## src/include/fifo_reset_regs.vh

```
`ifndef FIFO_RESET_REGS_VH
`define FIFO_RESET_REGS_VH

// Register byte addresses on the plain register port.
`define REG_ADDR_BITS 8
`define REG_FLAGS 8'h00
`define REG_INT_STATUS 8'h04
`define REG_INT_MASK 8'h08
`define REG_FULL_OFFSET_A 8'h0C
`define REG_EMPTY_OFFSET_B 8'h10
`define REG_FULL_OFFSET_B 8'h14
`define REG_EMPTY_OFFSET_A 8'h18

// Interrupt event bit positions.
`define EVT_COUNT 5
`define EVT_READY1 0
`define EVT_READY2 1
`define EVT_MODE1 2
`define EVT_MODE2 3
`define EVT_PROG_DONE 4
`define INT_MASK_RESET 5'h00

// Status register bit positions.
`define FLAG_STD1 0
`define FLAG_STD2 1
`define FLAG_RUN1 2
`define FLAG_RUN2 3
`define FLAG_PROG 4
`define FLAG_SEL1_LSB 8
`define FLAG_SEL2_LSB 10
`define FLAG_PINS_LSB 16

// Flag select encodings and preset offsets.
`define SEL_64 2'h3
`define SEL_16 2'h2
`define SEL_8 2'h1
`define SEL_PARALLEL 2'h0
`define PRESET_64 7'h40
`define PRESET_16 7'h10
`define PRESET_8 7'h08

// Offset register indices, in parallel load order.
`define IDX_FULL_A 2'h0
`define IDX_EMPTY_B 2'h1
`define IDX_FULL_B 2'h2
`define IDX_EMPTY_A 2'h3
`define PROG_LAST 2'h3

// Write port clock edges from reset release to input ready.
`define READY_DELAY_EDGES 2'h2

`endif

```

## src/rtl/pin_sync.v

```verilog
`timescale 1ns/100ps
`default_nettype none

module pin_sync #(
    parameter WIDTH = 1
) (
    input wire clk,
    input wire rst_n,
    input wire [WIDTH-1:0] asyncIn,
    output wire [WIDTH-1:0] syncOut
);

    genvar bitIdx;
    generate
        for (bitIdx = 0; bitIdx < WIDTH; bitIdx = bitIdx + 1)
        begin : stage
            reg first;
            reg second;
            always @(posedge clk)
            begin
                if (!rst_n)
                begin
                    first <= 1'b0;
                    second <= 1'b0;
                end
                else
                begin
                    first <= asyncIn[bitIdx];
                    second <= first;
                end
            end
            assign syncOut[bitIdx] = second;
        end
    endgenerate

endmodule

`default_nettype wire

```

## src/rtl/fifo_reset_mode.v

```verilog
// Behaviour
// - Reset inputs may switch asynchronously
// - Reset clears pointers, sets flag reset levels
// - Reset forces mail flag high
// - Input ready rises two clocks after release (FIFO2 waits for parallel load)
// - Reset release latches both flag selects
// - Mode pin high at next edge: standard
// - Mode pin low at next edge: fall-through
// - Standard flags show empty and full
// - Fall-through flags show output/input ready
// - First word falls through without read
// - Flag selects load preset offsets 64/16/8
// - Parallel mode: four writes load offsets
`timescale 1ns/100ps
`default_nettype none
`include "fifo_reset_regs.vh"

module fifo_reset_mode #(
    parameter ADDR_BITS = 8
) (
    input wire sys_clk,
    input wire rst_n,
    input wire portAClock,
    input wire portBClock,
    input wire fifo1Reset_n,
    input wire fifo2Reset_n,
    input wire flagSelectBit0,
    input wire flagSelectBit1,
    input wire fallThroughSelect_n,
    input wire portAWriteRequest,
    input wire portAReadRequest,
    input wire portBWriteRequest,
    input wire portBReadRequest,
    input wire portAMailWrite,
    input wire portAMailRead,
    input wire portBMailWrite,
    input wire portBMailRead,
    input wire [ADDR_BITS-1:0] portAData,
    output wire portAInputReady,
    output wire portAOutputReady,
    output wire portAAlmostEmpty_n,
    output wire portAAlmostFull_n,
    output wire portBInputReady,
    output wire portBOutputReady,
    output wire portBAlmostEmpty_n,
    output wire portBAlmostFull_n,
    output wire fifo1MailFlag_n,
    output wire fifo2MailFlag_n,
    input wire [`REG_ADDR_BITS-1:0] regAddr,
    input wire [31:0] regWriteData,
    input wire regWrite,
    input wire regRead,
    output reg [31:0] regReadData,
    output reg irq
);

    localparam PIN_COUNT = 15 + ADDR_BITS;
    localparam ST_IN_RESET = 2'h0;
    localparam ST_WAIT_MODE = 2'h1;
    localparam ST_WAIT_READY = 2'h2;
    localparam ST_RUN = 2'h3;
    localparam [ADDR_BITS:0] DEPTH_COUNT = {1'b1, {ADDR_BITS{1'b0}}};

    wire [PIN_COUNT-1:0] syncPins;
    wire [ADDR_BITS-1:0] sData;
    wire sBMailRead;
    wire sBMailWrite;
    wire sAMailRead;
    wire sAMailWrite;
    wire sBRead;
    wire sBWrite;
    wire sARead;
    wire sAWrite;
    wire sModeStd;
    wire sSel1;
    wire sSel0;
    wire sReset2;
    wire sReset1;
    wire sClkB;
    wire sClkA;

    // Every FIFO-side pin crosses two flip-flops before any logic looks at it; rst_n and the register port do not.
    pin_sync #(
        .WIDTH(PIN_COUNT)
    ) pinSync (
        .clk(sys_clk),
        .rst_n(rst_n),
        .asyncIn({portAData, portBMailRead, portBMailWrite, portAMailRead, portAMailWrite,
            portBReadRequest, portBWriteRequest, portAReadRequest, portAWriteRequest,
            fallThroughSelect_n, flagSelectBit1, flagSelectBit0, fifo2Reset_n,
            fifo1Reset_n, portBClock, portAClock}),
        .syncOut(syncPins)
    );

    assign {sData, sBMailRead, sBMailWrite, sAMailRead, sAMailWrite, sBRead, sBWrite,
        sARead, sAWrite, sModeStd, sSel1, sSel0, sReset2, sReset1, sClkB, sClkA} = syncPins;

    reg [1:0] clockPrev;
    always @(posedge sys_clk)
    begin
        if (!rst_n)
            clockPrev <= 2'h0;
        else
            clockPrev <= {sClkB, sClkA};
    end

    wire edgeA = sClkA & ~clockPrev[0];
    wire edgeB = sClkB & ~clockPrev[1];

    // Channel 0 is written from port A and read on port B; channel 1 the reverse.
    wire [1:0] resetLevel = {sReset2, sReset1};
    wire [1:0] wEdge = {edgeB, edgeA};
    wire [1:0] rEdge = {edgeA, edgeB};
    wire [1:0] wReq = {sBWrite, sAWrite};
    wire [1:0] rReq = {sARead, sBRead};
    wire [1:0] mailSet = {edgeB & sBMailWrite, edgeA & sAMailWrite};
    wire [1:0] mailClear = {edgeA & sAMailRead, edgeB & sBMailRead};

    reg [ADDR_BITS-1:0] offsetReg [0:3];
    reg progActive;
    reg [1:0] progIndex;
    reg progDonePulse;

    wire [1:0] writeInhibit = {1'b0, progActive};
    wire [1:0] readyHold = {progActive, 1'b0};
    wire [1:0] chInputReady;
    wire [1:0] chOutputReady;
    wire [1:0] chAlmostEmpty_n;
    wire [1:0] chAlmostFull_n;
    wire [1:0] chMail_n;
    wire [1:0] chStdMode;
    wire [1:0] chRunning;
    wire [1:0] chWriteTry;
    wire [1:0] chRelease;
    wire [1:0] chReadyPulse;
    wire [1:0] chModePulse;
    wire [3:0] chSel;

    genvar ch;
    generate
        for (ch = 0; ch < 2; ch = ch + 1)
        begin : chan
            reg [1:0] state;
            reg [ADDR_BITS:0] writePtr;
            reg [ADDR_BITS:0] readPtr;
            reg holdValid;
            reg [1:0] edgeCount;
            reg stdMode;
            reg [1:0] selCapt;
            reg inputReady;
            reg outputReady;
            reg almostEmpty_n;
            reg almostFull_n;
            reg mail_n;
            reg releasePulse;
            reg readyPulse;
            reg modePulse;

            wire [ADDR_BITS-1:0] emptyOff = (ch == 0) ? offsetReg[`IDX_EMPTY_B]
                : offsetReg[`IDX_EMPTY_A];
            wire [ADDR_BITS-1:0] fullOff = (ch == 0) ? offsetReg[`IDX_FULL_A]
                : offsetReg[`IDX_FULL_B];
            wire [ADDR_BITS:0] stored = writePtr - readPtr;
            wire [ADDR_BITS+1:0] level = {1'b0, stored} + {{(ADDR_BITS+1){1'b0}}, holdValid};
            wire [ADDR_BITS:0] space = DEPTH_COUNT - stored;
            wire running = (state == ST_RUN);
            wire writeTry = running & wEdge[ch] & wReq[ch] & inputReady;
            wire doWrite = writeTry & ~writeInhibit[ch];
            wire readSlot = running & rEdge[ch];
            wire stdRead = readSlot & stdMode & rReq[ch] & outputReady;
            wire ftConsume = readSlot & ~stdMode & rReq[ch] & holdValid;
            wire ftLoad = readSlot & ~stdMode & (stored != {(ADDR_BITS+1){1'b0}})
                & (~holdValid | ftConsume);

            always @(posedge sys_clk)
            begin
                if (!rst_n || !resetLevel[ch])
                begin
                    state <= ST_IN_RESET;
                    writePtr <= {(ADDR_BITS+1){1'b0}};
                    readPtr <= {(ADDR_BITS+1){1'b0}};
                    holdValid <= 1'b0;
                    edgeCount <= 2'h0;
                    inputReady <= 1'b0;
                    outputReady <= 1'b0;
                    almostEmpty_n <= 1'b0;
                    almostFull_n <= 1'b1;
                    mail_n <= 1'b1;
                    releasePulse <= 1'b0;
                    readyPulse <= 1'b0;
                    modePulse <= 1'b0;
                end
                else
                begin
                    releasePulse <= 1'b0;
                    readyPulse <= 1'b0;
                    modePulse <= 1'b0;
                    // A new mail word wins over a read in the same cycle.
                    if (mailSet[ch])
                        mail_n <= 1'b0;
                    else if (mailClear[ch])
                        mail_n <= 1'b1;
                    case (state)
                        ST_IN_RESET:
                        begin
                            state <= ST_WAIT_MODE;
                            releasePulse <= 1'b1;
                        end
                        ST_WAIT_MODE:
                        begin
                            if (wEdge[ch])
                            begin
                                state <= ST_WAIT_READY;
                                modePulse <= 1'b1;
                                edgeCount <= 2'h1;
                            end
                        end
                        ST_WAIT_READY:
                        begin
                            if (wEdge[ch])
                            begin
                                edgeCount <= edgeCount + 2'h1;
                                if (edgeCount + 2'h1 == `READY_DELAY_EDGES)
                                begin
                                    state <= ST_RUN;
                                    readyPulse <= 1'b1;
                                    inputReady <= ~readyHold[ch];
                                end
                            end
                        end
                        ST_RUN:
                        begin
                            writePtr <= writePtr + {{ADDR_BITS{1'b0}}, doWrite};
                            readPtr <= readPtr + {{ADDR_BITS{1'b0}}, stdRead | ftLoad};
                            holdValid <= ftLoad | (holdValid & ~ftConsume);
                            inputReady <= ~readyHold[ch] & (stored != DEPTH_COUNT);
                            if (stdMode)
                                outputReady <= (stored != {(ADDR_BITS+1){1'b0}});
                            else
                                outputReady <= holdValid;
                            almostEmpty_n <= (level > {2'b00, emptyOff});
                            almostFull_n <= (space > {1'b0, fullOff});
                        end
                        default:
                            state <= ST_IN_RESET;
                    endcase
                end
            end

            always @(posedge sys_clk)
            begin
                if (!rst_n)
                begin
                    stdMode <= 1'b1;
                    selCapt <= `SEL_PARALLEL;
                end
                else
                begin
                    if (state == ST_IN_RESET && resetLevel[ch])
                        selCapt <= {sSel1, sSel0};
                    if (state == ST_WAIT_MODE && wEdge[ch])
                        stdMode <= sModeStd;
                end
            end

            assign chInputReady[ch] = inputReady;
            assign chOutputReady[ch] = outputReady;
            assign chAlmostEmpty_n[ch] = almostEmpty_n;
            assign chAlmostFull_n[ch] = almostFull_n;
            assign chMail_n[ch] = mail_n;
            assign chStdMode[ch] = stdMode;
            assign chRunning[ch] = running;
            assign chWriteTry[ch] = writeTry;
            assign chRelease[ch] = releasePulse;
            assign chReadyPulse[ch] = readyPulse;
            assign chModePulse[ch] = modePulse;
            assign chSel[2*ch+1:2*ch] = selCapt;
        end
    endgenerate

    function [ADDR_BITS-1:0] presetValue;
        input [1:0] sel;
        begin
            presetValue = {ADDR_BITS{1'b0}};
            case (sel)
                `SEL_64: presetValue[6:0] = `PRESET_64;
                `SEL_16: presetValue[6:0] = `PRESET_16;
                `SEL_8: presetValue[6:0] = `PRESET_8;
                default: presetValue[6:0] = `PRESET_64;
            endcase
        end
    endfunction

    wire progWrite = progActive & chWriteTry[0];
    integer idx;

    always @(posedge sys_clk)
    begin
        if (!rst_n)
        begin
            for (idx = 0; idx < 4; idx = idx + 1)
                offsetReg[idx] <= presetValue(`SEL_64);
            progActive <= 1'b0;
            progIndex <= 2'h0;
            progDonePulse <= 1'b0;
        end
        else
        begin
            progDonePulse <= 1'b0;
            if (!resetLevel[0])
                progActive <= 1'b0;
            if (chRelease[0])
            begin
                if (chSel[1:0] == `SEL_PARALLEL)
                begin
                    progActive <= 1'b1;
                    progIndex <= 2'h0;
                end
                else
                begin
                    offsetReg[`IDX_FULL_A] <= presetValue(chSel[1:0]);
                    offsetReg[`IDX_EMPTY_B] <= presetValue(chSel[1:0]);
                end
            end
            if (chRelease[1] && chSel[3:2] != `SEL_PARALLEL)
            begin
                offsetReg[`IDX_FULL_B] <= presetValue(chSel[3:2]);
                offsetReg[`IDX_EMPTY_A] <= presetValue(chSel[3:2]);
            end
            if (progWrite)
            begin
                offsetReg[progIndex] <= sData;
                progIndex <= progIndex + 2'h1;
                if (progIndex == `PROG_LAST)
                begin
                    progActive <= 1'b0;
                    progDonePulse <= 1'b1;
                end
            end
        end
    end

    assign portAInputReady = chInputReady[0];
    assign portAAlmostFull_n = chAlmostFull_n[0];
    assign portBOutputReady = chOutputReady[0];
    assign portBAlmostEmpty_n = chAlmostEmpty_n[0];
    assign portBInputReady = chInputReady[1];
    assign portBAlmostFull_n = chAlmostFull_n[1];
    assign portAOutputReady = chOutputReady[1];
    assign portAAlmostEmpty_n = chAlmostEmpty_n[1];
    assign fifo1MailFlag_n = chMail_n[0];
    assign fifo2MailFlag_n = chMail_n[1];

    reg [`EVT_COUNT-1:0] intStatus;
    reg [`EVT_COUNT-1:0] intMask;
    wire [`EVT_COUNT-1:0] events = {progDonePulse, chModePulse[1], chModePulse[0],
        chReadyPulse[1], chReadyPulse[0]};
    wire [`EVT_COUNT-1:0] clearBits = (regWrite && regAddr == `REG_INT_STATUS)
        ? regWriteData[`EVT_COUNT-1:0] : {`EVT_COUNT{1'b0}};
    wire [31:0] flagsWord = {6'h00, chMail_n, chAlmostFull_n, chAlmostEmpty_n,
        chOutputReady, chInputReady, 4'h0, chSel, 3'h0, progActive, chRunning, chStdMode};

    always @(posedge sys_clk)
    begin
        if (!rst_n)
        begin
            intStatus <= {`EVT_COUNT{1'b0}};
            intMask <= `INT_MASK_RESET;
            irq <= 1'b0;
            regReadData <= 32'h0000_0000;
        end
        else
        begin
            // A new event outranks a clear written in the same cycle.
            intStatus <= (intStatus & ~clearBits) | events;
            if (regWrite && regAddr == `REG_INT_MASK)
                intMask <= regWriteData[`EVT_COUNT-1:0];
            irq <= |(intStatus & intMask);
            regReadData <= 32'h0000_0000;
            if (regRead)
            begin
                case (regAddr)
                    `REG_FLAGS: regReadData <= flagsWord;
                    `REG_INT_STATUS: regReadData <= {27'h000_0000, intStatus};
                    `REG_INT_MASK: regReadData <= {27'h000_0000, intMask};
                    `REG_FULL_OFFSET_A:
                        regReadData <= {{(32-ADDR_BITS){1'b0}}, offsetReg[`IDX_FULL_A]};
                    `REG_EMPTY_OFFSET_B:
                        regReadData <= {{(32-ADDR_BITS){1'b0}}, offsetReg[`IDX_EMPTY_B]};
                    `REG_FULL_OFFSET_B:
                        regReadData <= {{(32-ADDR_BITS){1'b0}}, offsetReg[`IDX_FULL_B]};
                    `REG_EMPTY_OFFSET_A:
                        regReadData <= {{(32-ADDR_BITS){1'b0}}, offsetReg[`IDX_EMPTY_A]};
                    default: regReadData <= 32'h0000_0000;
                endcase
            end
        end
    end

endmodule

`default_nettype wire

```

## config.mk

```make
export PLATFORM = sky130hd
export DESIGN_NAME = fifo_reset_mode
export DESIGN_NICKNAME = d
export VERILOG_FILES = /design/src/rtl/pin_sync.v /design/src/rtl/fifo_reset_mode.v
export VERILOG_INCLUDE_DIRS = /design/src /design/src/include
export SDC_FILE = /design/constraint.sdc
export NUM_CORES = 1
export LEC_CHECK = 0
export BUFFER_PORTS_ARGS = -buffer_cell sky130_fd_sc_hd__buf_2
export CORE_ASPECT_RATIO = 0.7
export CORE_UTILIZATION = 45
export DETAILED_ROUTE_END_ITERATION = 6
export PLACE_DENSITY = 0.7
export RECOVER_POWER = 50
export SETUP_SLACK_MARGIN = 0.5
export SLEW_MARGIN = 20
export SYNTH_ARGS = -nofsm -noshare
export SYNTH_HDL_FRONTEND = slang
export SYNTH_SLANG_ARGS = --single-unit
```

## constraint.sdc

```tcl
create_clock -name sys_clk -period 4.1 [get_ports sys_clk]
set_input_delay 0.41 -clock sys_clk [delete_from_list [all_inputs] [get_ports sys_clk]]
set_output_delay 0.41 -clock sys_clk [all_outputs]
set_load 0.05 [all_outputs]
```

# Word level (Yosys, flattened, before mapping)
# Memories as Yosys holds them, arrays and structs flattened.
# Index checks and enable logic that the tools add are counted.
[word_totals]
mem_count = 1
regBits = 163
ramBits = 32
elab_cells = 301
in_bits = 67
output_inout_bits = 43
[op_classes]
n_lt_le_gt_ge = 4
bitwise_logic = 64
mux = 65
eq_ne = 27
addsub = 13
n_reduce_logical = 43
[memory_table]
columns = ["memory", "words", "word_bits", "read_ports", "rd_clocked_by_memory_dff", "wr", "line", "text"]
rows = [
  ["offsetReg", 4, 8, 4, 0, 5, "fifo_reset_mode.v:119", "reg [ADDR_BITS-1:0] offsetReg [0:3];"],
]
[ops]
columns = ["op", "n"]
rows = [
  ["$pmux W26 S7", 1],
  ["$add A9 B1 Y9", 4],
  ["$and A1 B1 Y1", 35],
  ["$mux W7", 5],
  ["$mux W1", 33],
  ["$mux W8", 4],
  ["$pmux W7 S2", 2],
  ["$mux W2", 13],
  ["$eq A8 B5 Y1 const B", 3],
  ["$add A9 B1 Y10", 2],
  ["$gt A10 B8 Y1", 2],
  ["$eq A2 B2 Y1 const B", 9],
  ["$gt A9 B8 Y1", 2],
  ["$ne A9 B9 Y1 const B", 2],
  ["$reduce_bool A2 Y1", 9],
  ["$reduce_bool A9 Y1", 2],
  ["$sub A9 B9 Y9", 2],
  ["$sub A9 B9 Y9 const A", 2],
  ["$eq A8 B4 Y1 const B", 2],
  ["$not A1 Y1", 15],
  ["$ne A2 B2 Y1 const B", 6],
  ["$pmux W2 S3", 2],
  ["$reduce_and A3 Y1", 4],
  ["$and A5 B5 Y5", 2],
  ["20 further kinds", 53],
]

# Longest topological paths before layout
# Gate-level depths: netlist (run 1).
[depth]
ltp_word = 10
ltp_mapped = 20
ltp_nobuf = 20

# Modules after synthesis
# Synthesis (run 1) repeated with hierarchy kept, for this count alone.
[hier_totals]
cells_unflattened = 1073
area_unflattened_um2 = 9878.2
[by_module_without_submodules]
columns = ["mod", "cells_each", "area_each_um2", "seq_area_each_um2", "instances"]
rows = [
  ["fifo_reset_mode", 954, 8419.3, 3103.0, 1],
  ["pin_sync", 119, 1458.9, 920.9, 1],
]

# Worst setup path before layout (run 1)
# Ideal clock, no wire load.
[synth_timing]
path_kind = "reg-to-reg"
start = "reg chan[1].writePtr[0]"
end = "reg chan[1].readPtr[6]"
setup_ps = 128
t_required_ps = 3972
slack_ps = 528
arrival_ps = 3444
path_stages_with_launch = 19
synth_period_minus_slack_ps = 3572
n_path_buf = 0
cell_sequence = "dfxtp_1 -> inv_1 -> ha_1 -> fa_1 -> and2b_1 -> o2111ai_1 -> nand2_1 -> xor2_1 -> nor2_1 -> ha_1 -> a211oi_1 -> a31oi_1 -> nor2_1 -> ha_1 -> ha_1 -> nand3_1 -> or3_1 -> xnor2_1 -> nor2_1"
[synth_via]
elab_chain_len = 6
[synth_rtl]
columns = ["item", "line", "text"]
rows = [
  ["start, declared", "fifo_reset_mode.v:144", "reg [ADDR_BITS:0] writePtr;"],
  ["start signal, assigned", "fifo_reset_mode.v:180", "writePtr <= {(ADDR_BITS+1){1'b0}};"],
  ["start signal, assigned", "fifo_reset_mode.v:233", "writePtr <= writePtr + {{ADDR_BITS{1'b0}}, doWrite};"],
  ["$sub A9 B9 Y9", "fifo_reset_mode.v:163", "wire [ADDR_BITS:0] stored = writePtr - readPtr;"],
  ["$reduce_bool A9 Y1", "fifo_reset_mode.v:172", "wire ftLoad = readSlot & ~stdMode & (stored != {(ADDR_BITS+1){1'b0}})"],
  ["$and A1 B1 Y1", "fifo_reset_mode.v:172", ""],
  ["$and A1 B1 Y1", "fifo_reset_mode.v:173", "& (~holdValid | ftConsume);"],
  ["$or A1 B1 Y1", "fifo_reset_mode.v:234", "readPtr <= readPtr + {{ADDR_BITS{1'b0}}, stdRead | ftLoad};"],
  ["$add A9 B1 Y9", "fifo_reset_mode.v:234", ""],
  ["end signal, assigned", "fifo_reset_mode.v:181", "readPtr <= {(ADDR_BITS+1){1'b0}};"],
  ["end signal, assigned", "fifo_reset_mode.v:234", ""],
  ["end, declared", "fifo_reset_mode.v:145", "reg [ADDR_BITS:0] readPtr;"],
]
# No other way between the ends.
# A chain may end at the register's enable or synchronous reset.

# Worst setup path after layout (run 1)
[layout_timing]
start = "reg chan[1].writePtr[0]"
end = "reg chan[1].readPtr[7]"
# The elaborated chain is that of the path after synthesis.

==> results.py, run 1 <==
metrics = {
    "synthesis": {
        "synth_area_mm2": 0.00968,
        "synth_top_flop_cell": "dfxtp_1",
        "synth_edf_count": 32,
        "synth_top_cell_area_share_pct": 31.6,
        "ys_async_sr_fraction_pct": 0,
        "synth-seq-cells": 185,
        "synthCells": 1051,
        "syn_area_per_cell_um2": 9.21,
        "synth-seq-area-share_pct": 41.6,
        "synth_area_leaders": "dfxtp_1, ha_1, edfxtp_1",
        "ys.warnings.count": 0,
        "yosysUniqueCellTypes": 71,
        "yosysTopAreaCell": "dfxtp_1",
    },
    "placed_design": {
        "port_buffers": 72,
        "dp_slack_ns": 0.289,
        "place.gp.congestion": 0.886,
        "postPlaceCellArea_mm2": 0.0103,
        "dp_hpwl_um": 16600,
    },
    "run": {
        "max_cap_violations": 0,
    },
    "floorplan": {
        "core_area_mm2": 0.0209,
        "ioPinCount": 110,
        "die_area_mm2": 0.0221,
        "start_util_pct": 46.3,
        "row_count": 44,
        "die_w_um": 177,
        "die_h_um": 125,
    },
    "timing": {
        "fmax_ghz": 0.277,
        "slew_violations": 0,
        "setup_viol": 0,
        "finalWorstSetupSlack_ns": 0.486,
        "period_share_pct": 88.1,
        "worst_pin_slew_ns": 1.38,
        "final.min_clock_period_ns": 3.61,
        "rsz0062_at_grt": "yes",
        "timing.slew.headroom_pct": 7.81,
        "setup_tns_ns": 0,
        "hold_viol": 0,
        "clock_skew_ns": 0.0160,
    },
    "cts": {
        "cts_sinks": 185,
        "cts_root_buf": "clkbuf_16",
        "cts.reportedPaths.clkPinSlew_ns": 0.08,
        "clk_path_buf_depth": 2,
        "cts-htree-levels": 4,
        "numCtsBuffers": 17,
        "clock_latency_ns": 0.44,
        "cts_tree": "done",
    },
    "worst_setup_path": {
        "slowest_stage": "or3_1",
        "cp_cell_sequence": "inv_2, ha_4, fa_2, and2b_2, o2111ai_4, a21oi_2, a31oi_1, nand2_1, inv_2, ha_4, a211oi_2, a31oi_1, nor2_1, ha_2, buf_6, nand4_1, or3_1, a21oi_2",
        "end_kind": "flop",
        "required_ns": 4.45,
        "slowest_delay_ns": 0.49,
        "start_kind": "flop",
        "worstPathArrival_ns": 3.96,
        "cp_max_fo": 5,
        "path_class": "flop to flop",
    },
    "grt": {
        "grt_use_total_pct": 20.8,
        "overflow": 0,
        "grt_max_degree": 74,
        "grt_pass1_vias": 6900,
        "antenna_found_initial": 1,
        "grt_pass1_wl_um": 35800,
    },
    "power_and_ir_drop": {
        "power_density_mw_per_mm2": 323,
        "ir_drop_mv": 0.351,
        "total_power_w": 0.00366,
        "p_leak_nw": 4.54,
    },
    "final_layout": {
        "final_cell_mix": "dfxtp_1, nor2_1, ha_1, inv_1, a21oi_1",
        "syn_to_final_growth_pct": 16.8,
        "fin_nets": 1303,
        "final_layout_size_suffix_gt1_share_pct": 15.6,
        "final_cell_area_mm2": 0.0113,
        "layout_commonest_cell": "dfxtp_1",
        "diodes": 0,
    },
    "routing": {
        "finalWirelength_um": 23000,
        "final_antenna_net_count": 0,
        "wl_per_cell_um": 16.0,
        "viasPerCell": 5.32,
        "first_pass_iters": 5,
        "drt-initial-drc-count": 520,
        "drc": 0,
        "via_count": 7626,
    },
    "outcome": {
        "outcome": "completed",
    },
    "worst_hold_path": {
        "hp-class": "primary input to flop",
    },
}
cells in the mapped netlist, types with 3 or more instances:
cell / count
dfxtp_1: 153
nor2_1: 97
ha_1: 90
and2_1: 83
inv_1: 75
a21oi_1: 70
nand2_1: 68
nand3_1: 44
edfxtp_1: 32
xnor2_1: 28
clkbuf_1: 26
xor2_1: 26
mux2i_1: 25
o21ai_0: 24
nand4_1: 18
nor3_1: 15
and3_1: 14
buf_4: 11
nor2b_1: 11
or3_1: 11
nor4_1: 10
nand2b_1: 8
a21o_1: 7
a31oi_1: 7
o22ai_1: 7
or2_2: 6
a221oi_1: 5
nand4b_1: 5
a22o_1: 4
a32oi_1: 4
o2111ai_1: 4
o211ai_1: 4
a211o_1: 3
a211oi_1: 3
buf_6: 3
xnor2_2: 3
critical path, delay by kind of cell (launching register included):
family / cells / cell delay (ns)
fa+ha+maj: 4 / 0.91
compound gates: 6 / 0.74
flops: 1 / 0.34
buf+inv: 3 / 0.23
simple gates: 5 / 1.28
flip-flops by register name, indices dropped and copies added (netlist names), 4 cells and up:
register and cells:
chan.edgeCount 4, chan.readPtr 18, chan.selCapt 4, chan.state 4, chan.writePtr 18, intMask 5
intStatus 5, offsetReg 32, pinSync.stage.first 23, pinSync.stage.second 23, regReadData 22
cell families after synthesis:
family | synth area share, %
simple gates | 21.6
flops | 41.6
compound gates | 10.8
buf+inv | 5.51
fa+ha+maj | 12.0
xor+xnor | 5.56
mux | 2.84
other cells | 0.0387
metrics by stage:
stage                     utilization [%]  hold slack [ns]  instances
after CTS                            53.3            0.160       1428
after floorplan                         -            0.412       1060
after global placement               49.2            0.416       1379
final                                54.0            0.174       1433
after global routing                 54.0            0.159       1433
after detailed placement             49.2            0.421       1379
power by group:
part	switching [W]	internal, W	total (W)
clock	0.000779	0.000838	0.00162
combinational	0.0000929	0.0000457	0.000139
sequential	0.0000221	0.00188	0.00190
worst paths after layout:
check                                            start                      end  slack, ns  cells past startpoint
worst max-delay path               chan[1].writePtr[0]       chan[1].readPtr[7]       0.49                     18
worst min-delay path                  portAReadRequest   pinSync.stage[8].first       0.17                      2
worst max register to register     chan[1].writePtr[0]       chan[1].readPtr[7]       0.49                     18
worst min register to register  pinSync.stage[1].first  pinSync.stage[1].second       0.44                      1
final cells by class:
type / instances / area (um2)
clock buffers: 19 / 453
inverters: 75 / 282
clock inverters: 13 / 129
multi-input cells: 755 / 5460
repair buffers: 110 / 599
fillers: 1876 / 9620
flip-flops and latches: 185 / 4030
well taps: 276 / 345
per-layer routing:
layer	track usage (%)	vias to the layer above	wire (um)
li1	-	3809	-
met1	30.8	3589	11400
met2	30.2	203	9920
met3	4.06	23	1370
met4	5.98	2	308
met5	0	-	13
repair_timing:
item / in CTS / in global routing
endpoints found under the setup margin: 11 / 17
hold buffers: 0 / 0
resized for setup: 38 / 38
pin swaps: 23 / 30
setup buffers: 17 / 5
endpoints found under the hold margin: 0 / 0
No activity file was read; power rests on OpenSTA's default activity.
==> run 2: changes to the inputs <==
clock period = 3.4 ns   (was 4.1 ns; I/O delays follow)
==> results.py, run 2 (synthesis gave the netlist of run 1 again) <==
metrics = {
    "final_layout": {
        "final_cell_mix": "dfxtp_1, nor2_1, buf_4, ha_1, inv_1",
        "multi_input_area_mm2": 0.00576,
        "fillers": 1820,
        "final_util_pct": 57.9,
        "fin_nets": 1358,
        "largest_register": "offsetReg",
        "seq_area_mm2": 0.00404,
        "layout_commonest_cell": "dfxtp_1",
        "reg_top3": "offsetReg x32, pinSync.stage.first x23, pinSync.stage.second x23",
        "largest_reg_flops": 32,
        "final_layout_size_suffix_gt1_share_pct": 22.9,
        "syn_to_final_growth_pct": 25.0,
    },
    "timing": {
        "finalWorstSetupSlack_ns": -0.0279,
        "fmax_ghz": 0.292,
        "setup_viol": 2,
        "timing.slew.headroom_pct": 15.2,
        "period_share_pct": 101,
        "rsz0062_at_grt": "yes",
        "worst_pin_slew_ns": 1.27,
        "slew_violations": 0,
        "final.min_clock_period_ns": 3.43,
        "setup_tns_ns": -0.0417,
        "hold_viol": 0,
        "clock_skew_ns": 0.0141,
        "whs_ns": 0.0903,
    },
    "power_and_ir_drop": {
        "ir_drop_mv": 0.408,
        "power_density_mw_per_mm2": 376,
        "p_leak_nw": 4.96,
    },
    "worst_setup_path": {
        "r2r-start": "chan[1].writePtr[0]",
        "reg2reg_slack_ns": -0.03,
        "path_class": "flop to flop",
        "required_ns": 3.72,
        "end_kind": "flop",
        "worstPathArrival_ns": 3.75,
        "r2r_cells": 17,
        "r2r-end": "portAAlmostEmpty_n",
        "cp_max_fo": 4,
        "start_kind": "flop",
    },
    "routing": {
        "first_pass_iters": 5,
        "drt-initial-drc-count": 732,
        "final_antenna_net_count": 0,
        "finalWirelength_um": 24800,
        "via_count": 7909,
        "wl_per_cell_um": 16.6,
        "viasPerCell": 5.31,
        "drc": 0,
    },
    "cts": {
        "cts_root_buf": "clkbuf_16",
        "numCtsBuffers": 17,
        "clk_path_buf_depth": 2,
        "clock_latency_ns": 0.45,
        "cts.reportedPaths.clkPinSlew_ns": 0.08,
        "cts_sinks": 185,
        "cts-htree-levels": 4,
        "cts_tree": "done",
    },
    "floorplan": {
        "die_area_mm2": 0.0221,
        "start_util_pct": 46.3,
        "ioPinCount": 110,
        "row_count": 44,
        "core_area_mm2": 0.0209,
        "die_w_um": 177,
        "die_h_um": 125,
    },
    "grt": {
        "grt_use_total_pct": 22.9,
        "antenna_found_initial": 3,
        "overflow": 0,
        "grt_max_degree": 41,
        "grt_pass1_wl_um": 38800,
        "grt_pass1_vias": 7335,
    },
    "worst_hold_path": {
        "hold_end": "pinSync.stage[6].first",
        "min_from": "fallThroughSelect_n",
        "hp-class": "primary input to flop",
        "min_delay_path_depth": 2,
    },
    "placed_design": {
        "dp_hpwl_um": 18000,
        "port_buffers": 72,
        "dp_slack_ns": -0.137,
        "place.gp.congestion": 0.908,
    },
    "outcome": {
        "outcome": "finished, violations left",
        "violations": "negative setup slack",
    },
    "run": {
        "max_cap_violations": 0,
    },
}
[run 2: cell types whose count changed in the layout (fill, tap and decap cells not counted), sizes merged]
cell and change:
buf +58, clkbuf -5, diode +2, inv +2, clkinv -1, clkinvlp +1
[run 2: worst max-delay path by stage]
stage	endpoint	start	depth (start not counted)
after floorplan	chan[1].readPtr[6]	chan[1].writePtr[0]	19
after global placement	chan[0].readPtr[6]	chan[0].writePtr[0]	20
after detailed placement	chan[0].readPtr[7]	chan[0].writePtr[0]	17
after CTS	portAAlmostEmpty_n	chan[1].writePtr[0]	17
after global routing	chan[1].readPtr[6]	chan[1].writePtr[0]	20
final	portAAlmostEmpty_n	chan[1].writePtr[0]	17
[run 2: area by class of cell]
| cell class | instances | share of cell area [%] |
|---|---|---|
| Multi-Input combinational cell | 755 | 47.6 |
| Timing Repair Buffer | 165 | 8.56 |
| Antenna cell | 2 | 0.0413 |
| Sequential cell | 185 | 33.4 |
| Clock inverter | 15 | 1.74 |
| Inverter | 75 | 2.35 |
| Clock buffer | 17 | 3.51 |
| Tap cell | 276 | 2.85 |
[run 2: where the power goes]
part / internal, W / switching (W) / total (W)
sequential: 0.00226 / 0.0000250 / 0.00229
combinational: 0.0000566 / 0.000112 / 0.000169
clock: 0.00103 / 0.00106 / 0.00209
[run 2: worst max-delay path, cell delays in order (launching register included)]
cell,delay [ns]
dfxtp_2,0.34
inv_2,0.05
ha_4,0.15
fa_2,0.34
and2b_2,0.28
o2111ai_4,0.14
nand2_2,0.15
xor2_4,0.20
buf_6,0.13
nand4_1,0.11
xor2_1,0.17
ha_1,0.30
nand3_2,0.11
a21oi_2,0.05
nor4b_2,0.31
a41oi_2,0.09
nor4_2,0.31
a211oi_2,0.06
[run 2: routing by layer]
layer / track usage (%) / wire [um]
met2: 32.0 / 10400
met3: 5.40 / 1930
met4: 6.18 / 361
met1: 34.5 / 12100
met5: 0 / 10
[run 2: what timing repair did]
item | in CTS | in global routing
setup endpoints to repair | 22 | 23
resized for setup | 46 | 36
endpoints found under the hold margin | 0 | 0
pin swaps | 49 | 39
hold buffers | 0 | 0
setup buffers | 21 | 4
[run 2: through the flow]
step	area [um2]	instances	power, W
4_1_cts	11900	1484	0.00458
5_1_grt	12100	1488	0.00470
2_1_floorplan	9970	1060	0.00245
6_report	12100	1490	0.00455
3_5_place_dp	10900	1431	0.00250
3_3_place_gp	10900	1431	0.00250
